[config.mk]
export PLATFORM = sky130hd
export DESIGN_NAME = ohs_host_ctrl
export DESIGN_NICKNAME = d
export VERILOG_FILES = /design/src/ohs_frame_timer.v /design/src/ohs_host_ctrl.v
export VERILOG_INCLUDE_DIRS = /design/src
export SDC_FILE = /design/constraint.sdc
export NUM_CORES = 1
export LEC_CHECK = 0
export ABC_AREA = 1
export BUFFER_PORTS_ARGS = -buffer_cell sky130_fd_sc_hd__buf_2
export CORE_UTILIZATION = 43
export CTS_CLUSTER_SIZE = 16
export DETAILED_ROUTE_END_ITERATION = 16
export PLACE_DENSITY = 0.7
export RECOVER_POWER = 25
export SLEW_MARGIN = 30
export SYNTH_ARGS = -nofsm -noshare
export SYNTH_HDL_FRONTEND = slang
export SYNTH_SLANG_ARGS = --single-unit
[constraint.sdc]
create_clock -name clk -period 1.3 [get_ports clk]
set_clock_uncertainty 0.05 [all_clocks]
set_input_delay 0 -clock clk [delete_from_list [all_inputs] [get_ports clk]]
set_output_delay 0 -clock clk [all_outputs]
set_load 0.01 [all_outputs]
[src/ohs_defines.vh]
// constants for the host operating control block
`ifndef OHS_DEFINES_VH
`define OHS_DEFINES_VH
// register byte addresses
`define OHS_ADDR_VERSION   12'h400
`define OHS_ADDR_CONTROL   12'h404
`define OHS_ADDR_IRQ_STAT  12'h408
`define OHS_ADDR_IRQ_MASK  12'h40C
`define OHS_ADDR_STIM      12'h410
// version value, bcd 1.0
`define OHS_VERSION_VAL    8'h10
// control register fields
`define OHS_CTL_WAKE_EN    10
`define OHS_CTL_WAKE_SUP   9
`define OHS_CTL_IRQ_SMI    8
`define OHS_CTL_FS_HI      7
`define OHS_CTL_FS_LO      6
`define OHS_CTL_CTRL_EN    5
`define OHS_CTL_ISO_EN     4
`define OHS_CTL_BULK_EN    3
`define OHS_CTL_MASK       11'h7F8
// status register fields
`define OHS_ST_RESUME      1
`define OHS_ST_SOF         0
`define OHS_ST_WIDTH       2
// stimulus register fields (test hook: software-driven events)
`define OHS_STIM_SWRST     0
`define OHS_STIM_RESUME    1
// functional states
`define OHS_FS_RESET       2'h0
`define OHS_FS_RESUME      2'h1
`define OHS_FS_OPER        2'h2
`define OHS_FS_SUSPEND     2'h3
// timing
`define OHS_CLK_MHZ        100
`define OHS_SOF_DELAY_US   1000
`define OHS_FRAME_US       1000
`define OHS_PORT_RST_US    10
`endif

[src/ohs_frame_timer.v]
// frame timer: start-of-frame pacing after entering operational
`timescale 1ns/100ps
`include "ohs_defines.vh"
module ohs_frame_timer #(
  parameter SOF_DELAY = `OHS_SOF_DELAY_US * `OHS_CLK_MHZ,
  parameter FRAME_LEN = `OHS_FRAME_US * `OHS_CLK_MHZ
) (
  input  wire clk,
  input  wire srst,
  input  wire oper,
  output reg  sof_pulse
);
  reg [19:0] cnt_reg;
  reg        run_reg;

  // =====================================================================
  // count delay then frame periods while operational
  always @(posedge clk) begin
    if (srst || !oper) begin
      cnt_reg   <= 20'h00000;
      run_reg   <= 1'b0;
      sof_pulse <= 1'b0;
    end else begin
      sof_pulse <= 1'b0;
      if (!run_reg && cnt_reg == SOF_DELAY[19:0] - 20'h00001) begin
        run_reg   <= 1'b1; // first frame 1 ms after entry
        cnt_reg   <= 20'h00000;
        sof_pulse <= 1'b1;
      end else if (run_reg && cnt_reg == FRAME_LEN[19:0] - 20'h00001) begin
        cnt_reg   <= 20'h00000;
        sof_pulse <= 1'b1;
      end else begin
        cnt_reg <= cnt_reg + 20'h00001;
      end
    end
  end
endmodule

[src/ohs_host_ctrl.v]
// host operating control and version registers with apb slave
`timescale 1ns/100ps
`include "ohs_defines.vh"
module ohs_host_ctrl #(
  parameter SOF_DELAY = `OHS_SOF_DELAY_US * `OHS_CLK_MHZ,
  parameter FRAME_LEN = `OHS_FRAME_US * `OHS_CLK_MHZ,
  parameter PORT_RST  = `OHS_PORT_RST_US * `OHS_CLK_MHZ
) (
  input  wire        clk,
  input  wire        srst,
  input  wire        psel,
  input  wire        penable,
  input  wire        pwrite,
  input  wire [11:0] paddr,
  input  wire [31:0] pwdata,
  output reg  [31:0] prdata,
  output reg         pready,
  output reg         pslverr,
  input  wire        port_resume,
  input  wire        iso_ed_seen,
  output reg         iso_proceed,
  output reg         bulk_allowed,
  output reg         ctrl_allowed,
  output reg         sof_strobe,
  output reg         port_reset,
  output reg         hub_reset,
  output reg         wake_signal,
  output reg         irq_host,
  output reg         irq_smi
);
  reg                   wake_signal_enable_reg;
  reg                   wake_supported_flag_reg;
  reg                   irq_to_sys_mgmt_reg;
  reg [1:0]             controller_func_state_reg;
  reg [1:0]             controller_func_state_next;
  reg                   bulk_queue_enable_reg;
  reg                   ctrl_queue_enable_reg;
  reg                   iso_queue_enable_reg;
  reg [`OHS_ST_WIDTH-1:0] event_status_reg;
  reg [`OHS_ST_WIDTH-1:0] irq_mask_reg;
  reg                   resume_in_reg;
  reg [15:0]            port_rst_cnt_reg;
  reg                   sw_rst_reg;
  wire                  sof_pulse;
  wire                  wr_en;
  wire                  rd_en;
  wire                  resume_edge;
  wire                  irq_any;
  wire [10:0]           ctl_word;

  // =====================================================================
  // address decode helper
  function mapped;
    input [11:0] a;
    begin
      mapped = (a == `OHS_ADDR_VERSION) || (a == `OHS_ADDR_CONTROL) ||
               (a == `OHS_ADDR_IRQ_STAT) || (a == `OHS_ADDR_IRQ_MASK) ||
               (a == `OHS_ADDR_STIM);
    end
  endfunction

  assign wr_en = psel && penable && pwrite && pready;
  assign rd_en = psel && !penable && !pwrite;
  // rising edge of downstream resume signalling
  assign resume_edge = port_resume && !resume_in_reg;
  // events leave regardless of wake enable
  assign irq_any = |(event_status_reg & irq_mask_reg);
  assign ctl_word = {wake_signal_enable_reg, wake_supported_flag_reg,
                     irq_to_sys_mgmt_reg, controller_func_state_reg,
                     ctrl_queue_enable_reg, iso_queue_enable_reg,
                     bulk_queue_enable_reg, 3'h0};

  // =====================================================================
  // frame timer
  ohs_frame_timer #(
    .SOF_DELAY (SOF_DELAY),
    .FRAME_LEN (FRAME_LEN)
  ) u_timer (
    .clk       (clk),
    .srst      (srst | sw_rst_reg),
    .oper      (controller_func_state_reg == `OHS_FS_OPER),
    .sof_pulse (sof_pulse)
  );

  // =====================================================================
  // functional state next value
  always @* begin
    controller_func_state_next = controller_func_state_reg;
    case (controller_func_state_reg)
      `OHS_FS_SUSPEND: begin
        if (resume_edge)
          controller_func_state_next = `OHS_FS_RESUME;
      end
      default: controller_func_state_next = controller_func_state_reg;
    endcase
    if (wr_en && paddr == `OHS_ADDR_CONTROL)
      controller_func_state_next = pwdata[`OHS_CTL_FS_HI:`OHS_CTL_FS_LO];
  end

  // =====================================================================
  // control register, hardware and software reset
  always @(posedge clk) begin
    if (srst) begin
      wake_signal_enable_reg    <= 1'b0;
      wake_supported_flag_reg   <= 1'b0;
      irq_to_sys_mgmt_reg       <= 1'b0;
      controller_func_state_reg <= `OHS_FS_RESET;
      bulk_queue_enable_reg     <= 1'b0;
      ctrl_queue_enable_reg     <= 1'b0;
      iso_queue_enable_reg      <= 1'b0;
      sw_rst_reg                <= 1'b0;
    end else if (sw_rst_reg) begin
      // software reset keeps wake supported and routing
      wake_signal_enable_reg    <= 1'b0;
      controller_func_state_reg <= `OHS_FS_SUSPEND;
      bulk_queue_enable_reg     <= 1'b0;
      ctrl_queue_enable_reg     <= 1'b0;
      iso_queue_enable_reg      <= 1'b0;
      sw_rst_reg                <= 1'b0;
    end else begin
      controller_func_state_reg <= controller_func_state_next;
      if (wr_en && paddr == `OHS_ADDR_STIM)
        sw_rst_reg <= pwdata[`OHS_STIM_SWRST];
      if (wr_en && paddr == `OHS_ADDR_CONTROL) begin
        wake_signal_enable_reg  <= pwdata[`OHS_CTL_WAKE_EN];
        wake_supported_flag_reg <= pwdata[`OHS_CTL_WAKE_SUP];
        irq_to_sys_mgmt_reg     <= pwdata[`OHS_CTL_IRQ_SMI];
        ctrl_queue_enable_reg   <= pwdata[`OHS_CTL_CTRL_EN];
        iso_queue_enable_reg    <= pwdata[`OHS_CTL_ISO_EN];
        bulk_queue_enable_reg   <= pwdata[`OHS_CTL_BULK_EN];
      end
    end
  end

  // =====================================================================
  // event status, mask; set wins over write-one clear
  always @(posedge clk) begin
    if (srst || sw_rst_reg) begin
      event_status_reg <= {`OHS_ST_WIDTH{1'b0}};
      resume_in_reg    <= 1'b0;
    end else begin
      resume_in_reg <= port_resume;
      if (wr_en && paddr == `OHS_ADDR_IRQ_STAT)
        event_status_reg <= (event_status_reg &
                             ~pwdata[`OHS_ST_WIDTH-1:0]) |
                            {resume_edge && controller_func_state_reg ==
                             `OHS_FS_SUSPEND, sof_pulse};
      else
        event_status_reg <= event_status_reg |
                            {resume_edge && controller_func_state_reg ==
                             `OHS_FS_SUSPEND, sof_pulse};
    end
  end

  always @(posedge clk) begin
    if (srst || sw_rst_reg)
      irq_mask_reg <= {`OHS_ST_WIDTH{1'b0}};
    else if (wr_en && paddr == `OHS_ADDR_IRQ_MASK)
      irq_mask_reg <= pwdata[`OHS_ST_WIDTH-1:0];
  end

  // =====================================================================
  // link-side outputs, all registered
  always @(posedge clk) begin
    if (srst) begin
      port_rst_cnt_reg <= PORT_RST[15:0];
      port_reset       <= 1'b1;
      hub_reset        <= 1'b1;
      bulk_allowed     <= 1'b0;
      ctrl_allowed     <= 1'b0;
      iso_proceed      <= 1'b0;
      sof_strobe       <= 1'b0;
      wake_signal      <= 1'b0;
      irq_host         <= 1'b0;
      irq_smi          <= 1'b0;
    end else begin
      hub_reset <= 1'b0;
      if (port_rst_cnt_reg != 16'h0000) begin
        port_rst_cnt_reg <= port_rst_cnt_reg - 16'h0001;
        port_reset       <= 1'b1;
      end else begin
        port_reset <= 1'b0;
      end
      sof_strobe <= sof_pulse;
      // bulk and control list enables take effect only at a frame boundary
      if (sof_pulse) begin
        bulk_allowed <= bulk_queue_enable_reg;
        ctrl_allowed <= ctrl_queue_enable_reg;
      end
      if (controller_func_state_reg != `OHS_FS_OPER) begin
        bulk_allowed <= 1'b0;
        ctrl_allowed <= 1'b0;
      end
      iso_proceed <= iso_ed_seen && iso_queue_enable_reg;
      wake_signal <= wake_signal_enable_reg &&
                     event_status_reg[`OHS_ST_RESUME];
      irq_host <= irq_any && !irq_to_sys_mgmt_reg;
      irq_smi  <= irq_any && irq_to_sys_mgmt_reg;
    end
  end

  // =====================================================================
  // apb slave: no wait states, read data in access phase
  always @(posedge clk) begin
    if (srst) begin
      pready  <= 1'b0;
      pslverr <= 1'b0;
      prdata  <= 32'h00000000;
    end else begin
      pready  <= psel && !penable;
      pslverr <= psel && !penable && !mapped(paddr);
      if (rd_en) begin
        case (paddr)
          // fixed bcd version
          `OHS_ADDR_VERSION:  prdata <= {24'h000000, `OHS_VERSION_VAL};
          `OHS_ADDR_CONTROL:  prdata <= {21'h000000, ctl_word};
          `OHS_ADDR_IRQ_STAT: prdata <= {30'h00000000, event_status_reg};
          `OHS_ADDR_IRQ_MASK: prdata <= {30'h00000000, irq_mask_reg};
          default:            prdata <= 32'h00000000;
        endcase
      end
    end
  end
endmodule

# After elaboration in Yosys (flattened, before gate mapping)

Cells that the tools add are included.

Input bits: 51
Memory bits (read-only): 0
Memories: 0
Bits in latches: 0
Flip-flop bits (word level): 95
Word-level logic and storage cells: 97
Bits in writable memories: 0
Output and inout bits: 43

Div/mod/pow operators: 0
Shift operators: 0
Reductions and logical operators: 41
Bitwise operators: 8
Multiplexer cells: 10
Add/sub/neg operators: 2
Equal/unequal tests: 9
Multipliers: 0
Order comparisons: 0

Operators with widths:

| operator              | count |
|---|---|
| $eq 12x11->1 const B  | 5 |
| $pmux 11 s4           | 1 |
| $add 20x1->20 const B | 1 |
| $eq 20x17->1 const B  | 1 |
| $logic_and 1x1->1     | 18 |
| $reduce_bool 16->1    | 1 |
| $sub 16x1->16 const B | 1 |
| $mux 2                | 5 |
| $logic_not 1->1       | 7 |
| $logic_or 1x1->1      | 6 |
| $reduce_bool 3->1     | 2 |
| $reduce_or 2->1       | 3 |
| $reduce_or 3->1       | 2 |
| $and 2x2->2           | 2 |
| $eq 2x2->1 const B    | 2 |
| $mux 1                | 4 |
| $or 2x2->2            | 2 |
| $reduce_and 2->1      | 2 |
| $ne 2x2->1 const B    | 1 |
| $not 1->1             | 2 |
| $not 2->2             | 1 |
| $or 1x1->1            | 1 |

# Longest topological paths before layout

Gate-level depths: netlist (run 1).

Word-level depth: 7
Gate-level depth with buffers: 9
Depth with buffers taken out: 9

# Cells and area by module

From an unflattened synthesis (run 1), not the netlist that was laid out.

Cells, all modules: 528
Area, all modules: 3657.3 um^2

Modules (own cells, without submodules):

| module          | cells an instance | instances | area an instance (um^2) | sequential area each (um^2) |
|---|---|---|---|---|
| ohs_host_ctrl   | 374               | 1         | 2580.0                  | 1021.0 |
| ohs_frame_timer | 154               | 1         | 1077.3                  | 420.4 |

# Worst setup path after synthesis (run 1)

Ideal clock, no wire load.

Kind: flip-flop to flip-flop
From: register u_timer.cnt_reg[0]
To: register u_timer.cnt_reg[13]
Slack: -147 ps
Required time: 1136 ps
Cell stages (with the launch flop): 8
Arrival time: 1283 ps
Buffers on the path: 1
Setup time: 114 ps
Period minus slack after synthesis: 1447 ps
Cell sequence: dfxtp_1 ha_1 nand3_2 nor3_2 nand3_2 nand2_4 buf_6 nor2_1

Cells in the longest elaborated chain, start to end: 3
Elaborated cells on any way between the ends: 5
Classes of those cells: add/sub: 1; eq/ne: 1; reduce/logical: 3

RTL lines:

| what                                                                  | line                 | source |
|---|---|---|
| start: declaration                                                    | ohs_frame_timer.v:13 | `reg [19:0] cnt_reg;` |
| start signal: assignment                                              | ohs_frame_timer.v:33 | `cnt_reg <= cnt_reg + 20'h00001;` |
| parallel branches: the longest is 3 deep, another holds $add 20x1->20 | --                   |  |

Several ways; the timed one is not identified.
A chain may end at the register's enable or synchronous reset.

# Worst setup path after layout (run 1)

From: register u_timer.cnt_reg[0]
To: register u_timer.cnt_reg[15]

The elaborated chain is that of the path after synthesis.

==> impl_metrics.toml, run 1 <==
[cells_and_area]
diodes = 0
multi_input_area_um2 = 2040
stdcell_count = 733
largest_reg_flops = 20
synthToLayoutAreaGrowth_pct = 37.1
layout-drive-gt1-share_pct = 29.2
final_nets = 679
fillers = 688
seq_area_um2 = 1460

[die]
die_area_um2 = 8610
ios = 94
start_util_pct = 45.2
rows = 32
die_w_um = 92.8
die_h_um = 92.8
coreArea_um2 = 7850

[clocking]
htreeDepth = 3
clockBufferDepth = 2
cts_made_buffers = 9
clk_latency_ps = 350
path_clk_slew_ps = 80
cts_sinks = 72
cts_tree = "done"
cts_root_buffer = "clkbuf_8"

[sta]
maxSlewViolCount = 0
grt_setup_unrepaired = "true"
fin_crit_ps = 1330
worst_slew_pin_slew_ps = 534
clock.fmax_ghz = 0.754
setup_ws_ps = -25.5
hold_viol_final = 0
finalSetupViolCount = 1
tns_ps = -25.5
slew_headroom_pct = 64.4
holdWs_ps = 39.6
finalCritPeriodShare_pct = 102

[critical_path]
r2r_slack_ps = -30
cp-start-kind = "flip-flop"
cp.required_ps = 1480
crit_type = "reg -> reg"
critPathMaxFanout = 4
reg2regPathDepth = 7
r2r-start = "u_timer.cnt_reg[0]"
arrival_ps = 1510
end_kind = "flip-flop"
r2r_end = "u_timer.cnt_reg[15]"

[yosys]
yosysSeqAreaShare_pct = 40.7
synth_area_um2 = 3540
synth_cell_types = 31
synth_warnings = 0
syn_avg_cell_area_um2 = 7.04
postSynthCellCount = 503
synth_seq_cells = 72

[global_routing]
grt_util_all_layers_pct = 20.8
antenna_found_initial = 0
grt_pass1_vias = 3330
grt_overflow = 0
grt_pass1_wl_mm = 14.3
grt_start_max_net_pins = 20

[worst_hold_path]
hold_depth = 4
hp-class = "in -> reg"
hold_end = "sw_rst_reg"
hp-start = "paddr[2]"

[place]
dp.cells = 688
portBuffers = 49
post-place-ws_ps = -125
place_congestion = 0.914
hpwl_mm = 5.95

[run_status]
violations = "negative setup slack"
status = "complete, but fails checks"

[flow_run]
maxCapViolCount = 0

[drt]
drc_errors = 0
wl_mm = 8.95
drtAntennaViolNets = 0
via_per_inst = 4.77
route.vias.total = 3496
drt-wirelength-per-cell_um = 12.2
dr.pass1.iters = 4
drt-initial-drc-count = 167

[power]
peakVddDrop_mv = 0.598
p_leak_nw = 2.03
total_power_mw = 4.77
p_per_area_nw_per_um2 = 981
## through the flow
stage               area (um2)  utilization (%)
finish                    4860             61.9
global route              4860             61.9
CTS                       4650             59.3
detailed placement        4140             52.8
global placement          4140             52.8
floorplan                 3660                -
## synth_stat cells, drive strengths merged
library cell  instances  area (um2)
inv                  50         188
nor3                  8        45.0
nor3b                 3        27.5
nand3                34         198
or2                   1        6.26
nand4                 7        43.8
o21ai                16        80.1
xor2                 11        96.3
conb                  1        3.75
dfxtp                72        1440
buf                  28         203
nand3b                5        37.5
xnor2                10        87.6
a21oi                24         120
nand2               120         463
nor2                111         478
ha                    2        25.0
## power by group
| group | switching (mW) | internal [mW] |
|---|---|---|
| sequential | 0.0451 | 2.25 |
| clock | 0.855 | 1.14 |
| combinational | 0.258 | 0.217 |
## routing by layer
metal,share of wire (%),global-route usage [%]
met5,0,0
met4,1.8,5.38
met3,5.4,5.25
met2,52,37.4
met1,41,24.4
## repair_timing
action | in CTS | in global routing
setup endpoints to repair | 37 | 46
endpoints found under the hold margin | 22 | 1
gates cloned | 1 | 2
buffers inserted | 0 | 5
pin swaps | 5 | 16
gates resized for setup | 16 | 62
hold buffers | 22 | 1
## critical path, stage by stage, from the launching register on
cell,delay [ps]
dfxtp_4,360
ha_4,140
nand3_4,110
nor3_4,160
nand3_4,150
buf_6,150
nand3_2,60
nor2_1,40
## cell type report
class                      count  area share [%]
inverter                      50            3.97
sequential                    72            30.1
clock buffer                  10            2.83
multi-input combinational    377            42.1
timing repair buffer         116            16.6
clock inverter                 6            1.83
tap                          102            2.63
## cell usage in the layout, fill, tap and decap left out, drive strengths merged
| cell type | count |
|---|---|
| dlygate4sd3 | 22 |
| nor3b | 3 |
| nand3 | 35 |
| nand2 | 122 |
| nand3b | 5 |
| nand4 | 7 |
| clkinv | 2 |
| conb | 22 |
| or2 | 1 |
| bufinv | 2 |
| nor2 | 111 |
| o21ai | 16 |
| xnor2 | 10 |
| xor2 | 11 |
| dfxtp | 72 |
| ha | 2 |
| a21oi | 24 |
| clkbuf | 23 |
| inv | 52 |
| nor3 | 8 |
| buf | 81 |
## worst max-delay path by stage
stage / start / to / slack, ps / cells past startpoint
CTS: u_timer.cnt_reg[0] / u_timer.cnt_reg[10] / -2 / 6
finish: u_timer.cnt_reg[0] / u_timer.cnt_reg[15] / -30 / 7
global route: port_rst_cnt_reg[6] / port_rst_cnt_reg[1] / -90 / 7
floorplan: u_timer.cnt_reg[1] / u_timer.cnt_reg[5] / -50 / 7
detailed placement: port_rst_cnt_reg[1] / port_rst_cnt_reg[0] / -120 / 8
global placement: port_rst_cnt_reg[1] / port_rst_cnt_reg[1] / -30 / 8
## cells by family after synthesis
logic type / after synthesis / synth area share [%]
and+or+nand+nor: 289 / 36.7
buffers and inverters: 78 / 11.0
DFF: 72 / 40.7
AOI/OAI and AO/OA: 40 / 5.65
xor gates and xnor gates: 21 / 5.19
adders and majority gates: 2 / 0.706
other: 1 / 0.106
Power figures use the tool's default switching activity.
==> run 2: changes to the inputs <==
- PLACE_DENSITY: 0.7 -> 0.71
==> impl_metrics.toml, run 2 (synthesized netlist as in run 1, its figures left out) <==
[flow_run]
maxCapViolCount = 0

[drt]
drt-wirelength-per-cell_um = 12.6
drt-initial-drc-count = 280
route.vias.total = 3543
dr.pass1.iters = 5
wl_mm = 9.23
drc_errors = 0
via_per_inst = 4.85
drtAntennaViolNets = 0

[cells_and_area]
layout-drive-gt1-share_pct = 33.9
finish.utilization_pct = 63.1
synthToLayoutAreaGrowth_pct = 39.7
final_cell_mix = "nand2_1 (101), nor2_1 (76), dfxtp_1 (52)"
fillers = 664
final_nets = 677
diodes = 0
final_common_cell = "nand2_1"
fin_area_um2 = 4950
largest_reg_flops = 20

[clocking]
clockBufferDepth = 2
htreeDepth = 3
clk_latency_ps = 360
cts_root_buffer = "clkbuf_8"
cts_sinks = 72
cts_made_buffers = 9
cts_tree = "done"
path_clk_slew_ps = 80

[run_status]
status = "complete, but fails checks"
violations = "negative setup slack"

[power]
total_power_mw = 5.05
p_comb_share_pct = 10.5
switching_power_mw = 1.20
internal-power_mw = 3.85
clkPwrFrac_pct = 43.8
p_seq_share_pct = 45.7
p_leak_nw = 2.14
swShare_pct = 23.8
p_per_area_nw_per_um2 = 1020
peakVddDrop_mv = 0.670

[die]
ios = 94
die_h_um = 92.8
die_area_um2 = 8610
rows = 32
coreArea_um2 = 7850
die_w_um = 92.8
start_util_pct = 45.2

[sta]
clock.fmax_ghz = 0.759
maxSlewViolCount = 0
hold_viol_final = 0
setup_ws_ps = -17.8
grt_setup_unrepaired = "true"
finalSetupViolCount = 4
fin_crit_ps = 1320
tns_ps = -24.2
finalCritPeriodShare_pct = 101

[global_routing]
grt_util_all_layers_pct = 21.2
grt_start_max_net_pins = 20
antenna_found_initial = 0
grt_pass1_vias = 3331
grt_pass1_wl_mm = 14.4
grt_overflow = 0

[critical_path]
critPathMaxFanout = 5
arrival_ps = 1510
cp.required_ps = 1490
crit_type = "reg -> reg"
cp-start-kind = "flip-flop"
end_kind = "flip-flop"

[place]
place_congestion = 0.868
portBuffers = 49
placed_area_um2 = 4100
hpwl_mm = 5.94

[worst_hold_path]
hp-class = "in -> reg"
[run 2: what timing repair did]
| item | in CTS | in global routing |
|---|---|---|
| pin swaps | 8 | 23 |
| setup buffers | 3 | 6 |
| gates resized for setup | 23 | 84 |
| hold buffers | 21 | 1 |
| gates cloned | 1 | 1 |
| endpoints found under the setup margin | 37 | 50 |
| endpoints found under the hold margin | 22 | 1 |
[run 2: path summary, 6_finish.rpt]
check | from | endpoint | slack [ps] | depth (start not counted)
max reg2reg | u_timer.cnt_reg[0] | u_timer.cnt_reg[15] | -20 | 7
max | u_timer.cnt_reg[0] | u_timer.cnt_reg[15] | -20 | 7
min | pwrite | sw_rst_reg | 40 | 5
min reg2reg | irq_to_sys_mgmt_reg | irq_host | 400 | 1
[run 2: through the flow]
step	cells	hold slack, ps	setup WS [ps]
finish	731	43.8	-17.8
CTS	724	34.5	-24.9
global placement	683	178	-41.4
floorplan	524	-22.3	-48.8
global route	731	46.0	-125
detailed placement	683	179	-162
[run 2: metal layers]
metal  vias up  part of all wire, %  track usage [%]
met1      1602                   39             23.4
met3        32                  6.4             7.47
li1       1781                    -                -
met5         -                    0                0
met4         0                  3.7             8.21
met2       128                   50             36.9
[run 2: layout make-up]
class | instances | area (um2) | area share, %
clock inverter | 6 | 115 | 2.32
multi-input combinational | 376 | 2080 | 42.1
inverter | 50 | 195 | 3.94
timing repair buffer | 115 | 822 | 16.6
tap | 102 | 128 | 2.58
sequential | 72 | 1470 | 29.7
clock buffer | 10 | 138 | 2.78
[run 2: power by group through the flow]
stage	clock, mW	sequential (mW)	combinational, mW
finish	2.21	2.31	0.527
global route	2.37	2.31	0.578
CTS	2.25	2.28	0.455
detailed placement	0	2.33	0.379
global placement	0	2.33	0.372
floorplan	0	2.33	0.256
[run 2: critical path, cell delays in order (launching register included)]
cell and delay [ps]:
dfxtp_4 360, ha_4 140, nand3_4 90, nor3_2 130, nand3_2 170, buf_6 160
nand3_2 50, nor2_1 40
==> run 3: changes to the inputs <==
- BUFFER_PORTS_ARGS: -buffer_cell sky130_fd_sc_hd__buf_2 -> default
- CAP_MARGIN: default -> 20
- DONT_BUFFER_PORTS: default -> 1
- HOLD_SLACK_MARGIN: default -> 0.08
- PLACE_DENSITY: 0.71 -> 0.61
==> impl_metrics.toml, run 3 (synthesized netlist as in run 1, its figures left out) <==
[global_routing]
grt_pass1_vias = 3187
grt_pass1_wl_mm = 14.9
grt_util_all_layers_pct = 22.0
grt_overflow = 0
grt_start_max_net_pins = 23
antenna_found_initial = 0

[cells_and_area]
finish.utilization_pct = 62.2
layout-drive-gt1-share_pct = 28.0
final_nets = 649
synthToLayoutAreaGrowth_pct = 37.8
diodes = 0
fillers = 676
final_cell_mix = "nand2_1 (108), nor2_1 (74), dfxtp_1 (50)"
final_common_cell = "nand2_1"
largest_reg_flops = 20

[critical_path]
critical_path.top_delay_family = "simple AND/OR/NAND/NOR gates"
cp-start-kind = "flip-flop"
crit_cells = 6
slowest_stage = "dfxtp_2"
end_kind = "flip-flop"
crit_type = "reg -> reg"
cp.required_ps = 1490
r2r-start = "u_timer.cnt_reg[1]"
reg2regPathDepth = 6
startpoint = "u_timer.cnt_reg[1]"
cpPeakStageDelay_ps = 360
cp_num_buf_inv = 0
r2r_slack_ps = -30
arrival_ps = 1530
r2r_end = "u_timer.cnt_reg[12]"
cp_common_cell = "nand3_4"
path_cells = "ha_4 -> nand3_4 -> nor3_4 -> nand3_4 -> nand2_8 -> nor2_1"
critPathMaxFanout = 10
crit_end = "u_timer.cnt_reg[12]"

[power]
peakVddDrop_mv = 0.785
total_power_mw = 4.52
p_leak_nw = 1.98
p_per_area_nw_per_um2 = 926

[die]
start_util_pct = 45.2
die_area_um2 = 8610
die_w_um = 92.8
die_h_um = 92.8
rows = 32
coreArea_um2 = 7850
ios = 94

[clocking]
path_clk_slew_ps = 80
htreeDepth = 3
cts_made_buffers = 9
cts_tree = "done"
clockBufferDepth = 2
cts_sinks = 72
clk_latency_ps = 360
cts_root_buffer = "clkbuf_8"

[run_status]
status = "complete, but fails checks"
violations = "negative hold slack, negative setup slack"

[place]
portBuffers = 0
hpwl_mm = 5.89
place_congestion = 0.840

[drt]
drtAntennaViolNets = 0
drt-initial-drc-count = 168
wl_mm = 9.53
dr.pass1.iters = 5
route.vias.total = 3448
drt-wirelength-per-cell_um = 13.6
via_per_inst = 4.90
drc_errors = 0

[worst_hold_path]
hp-class = "in -> reg"

[sta]
setup_ws_ps = -30.6
finalSetupViolCount = 17
maxSlewViolCount = 0
grt_setup_unrepaired = "true"
clock.fmax_ghz = 0.752
holdWs_ps = -381
hold_viol_final = 25
slew_headroom_pct = 61.6
worst_slew_pin_slew_ps = 575
tns_ps = -241
finalCritPeriodShare_pct = 102
fin_crit_ps = 1330

[flow_run]
maxCapViolCount = 0
## run 3: area by class of cell
cell class	instances	area [um2]	area share [%]
multi-input combinational	378	2140	43.8
timing repair buffer	85	752	15.4
inverter	50	190	3.89
clock inverter	7	71.3	1.46
clock buffer	9	124	2.54
sequential	72	1480	30.3
tap	102	128	2.61
## run 3: metrics by stage
step | cells | hold slack [ps] | instance area, um2 | setup slack [ps]
after detailed placement | 641 | -17.8 | 3910 | -91.7
after global placement | 641 | -18.2 | 3910 | -46.5
after global routing | 703 | -412 | 4880 | -104
after CTS | 691 | -392 | 4510 | -5.21
after floorplan | 524 | -22.3 | 3660 | -48.8
final | 703 | -381 | 4880 | -30.6
## run 3: per-layer routing
layer,wire (um),track usage [%]
met5,0,0
met4,171,5.77
met3,583,6.24
met2,4700,37.2
met1,4070,27.4
## run 3: where the power goes
group	leakage, nW	total (mW)	internal (mW)	switching (mW)
clock network	0.0995	1.77	0.886	0.886
registers	0.591	2.31	2.25	0.0628
logic	1.29	0.439	0.213	0.226
## run 3: timing repair
action	4_1_cts	5_1_grt
resized for setup	19	87
cloned	3	1
endpoints found under the setup margin	33	53
setup buffers	1	11
endpoints found under the hold margin	71	32
pin swaps	6	27
hold buffers	30	1
## run 3: worst min-delay path by stage
stage,from,end,depth (start not counted)
floorplan,srst,hub_reset,0
global placement,srst,hub_reset,0
detailed placement,srst,hub_reset,0
CTS,srst,hub_reset,0
global route,srst,hub_reset,0
finish,srst,hub_reset,0
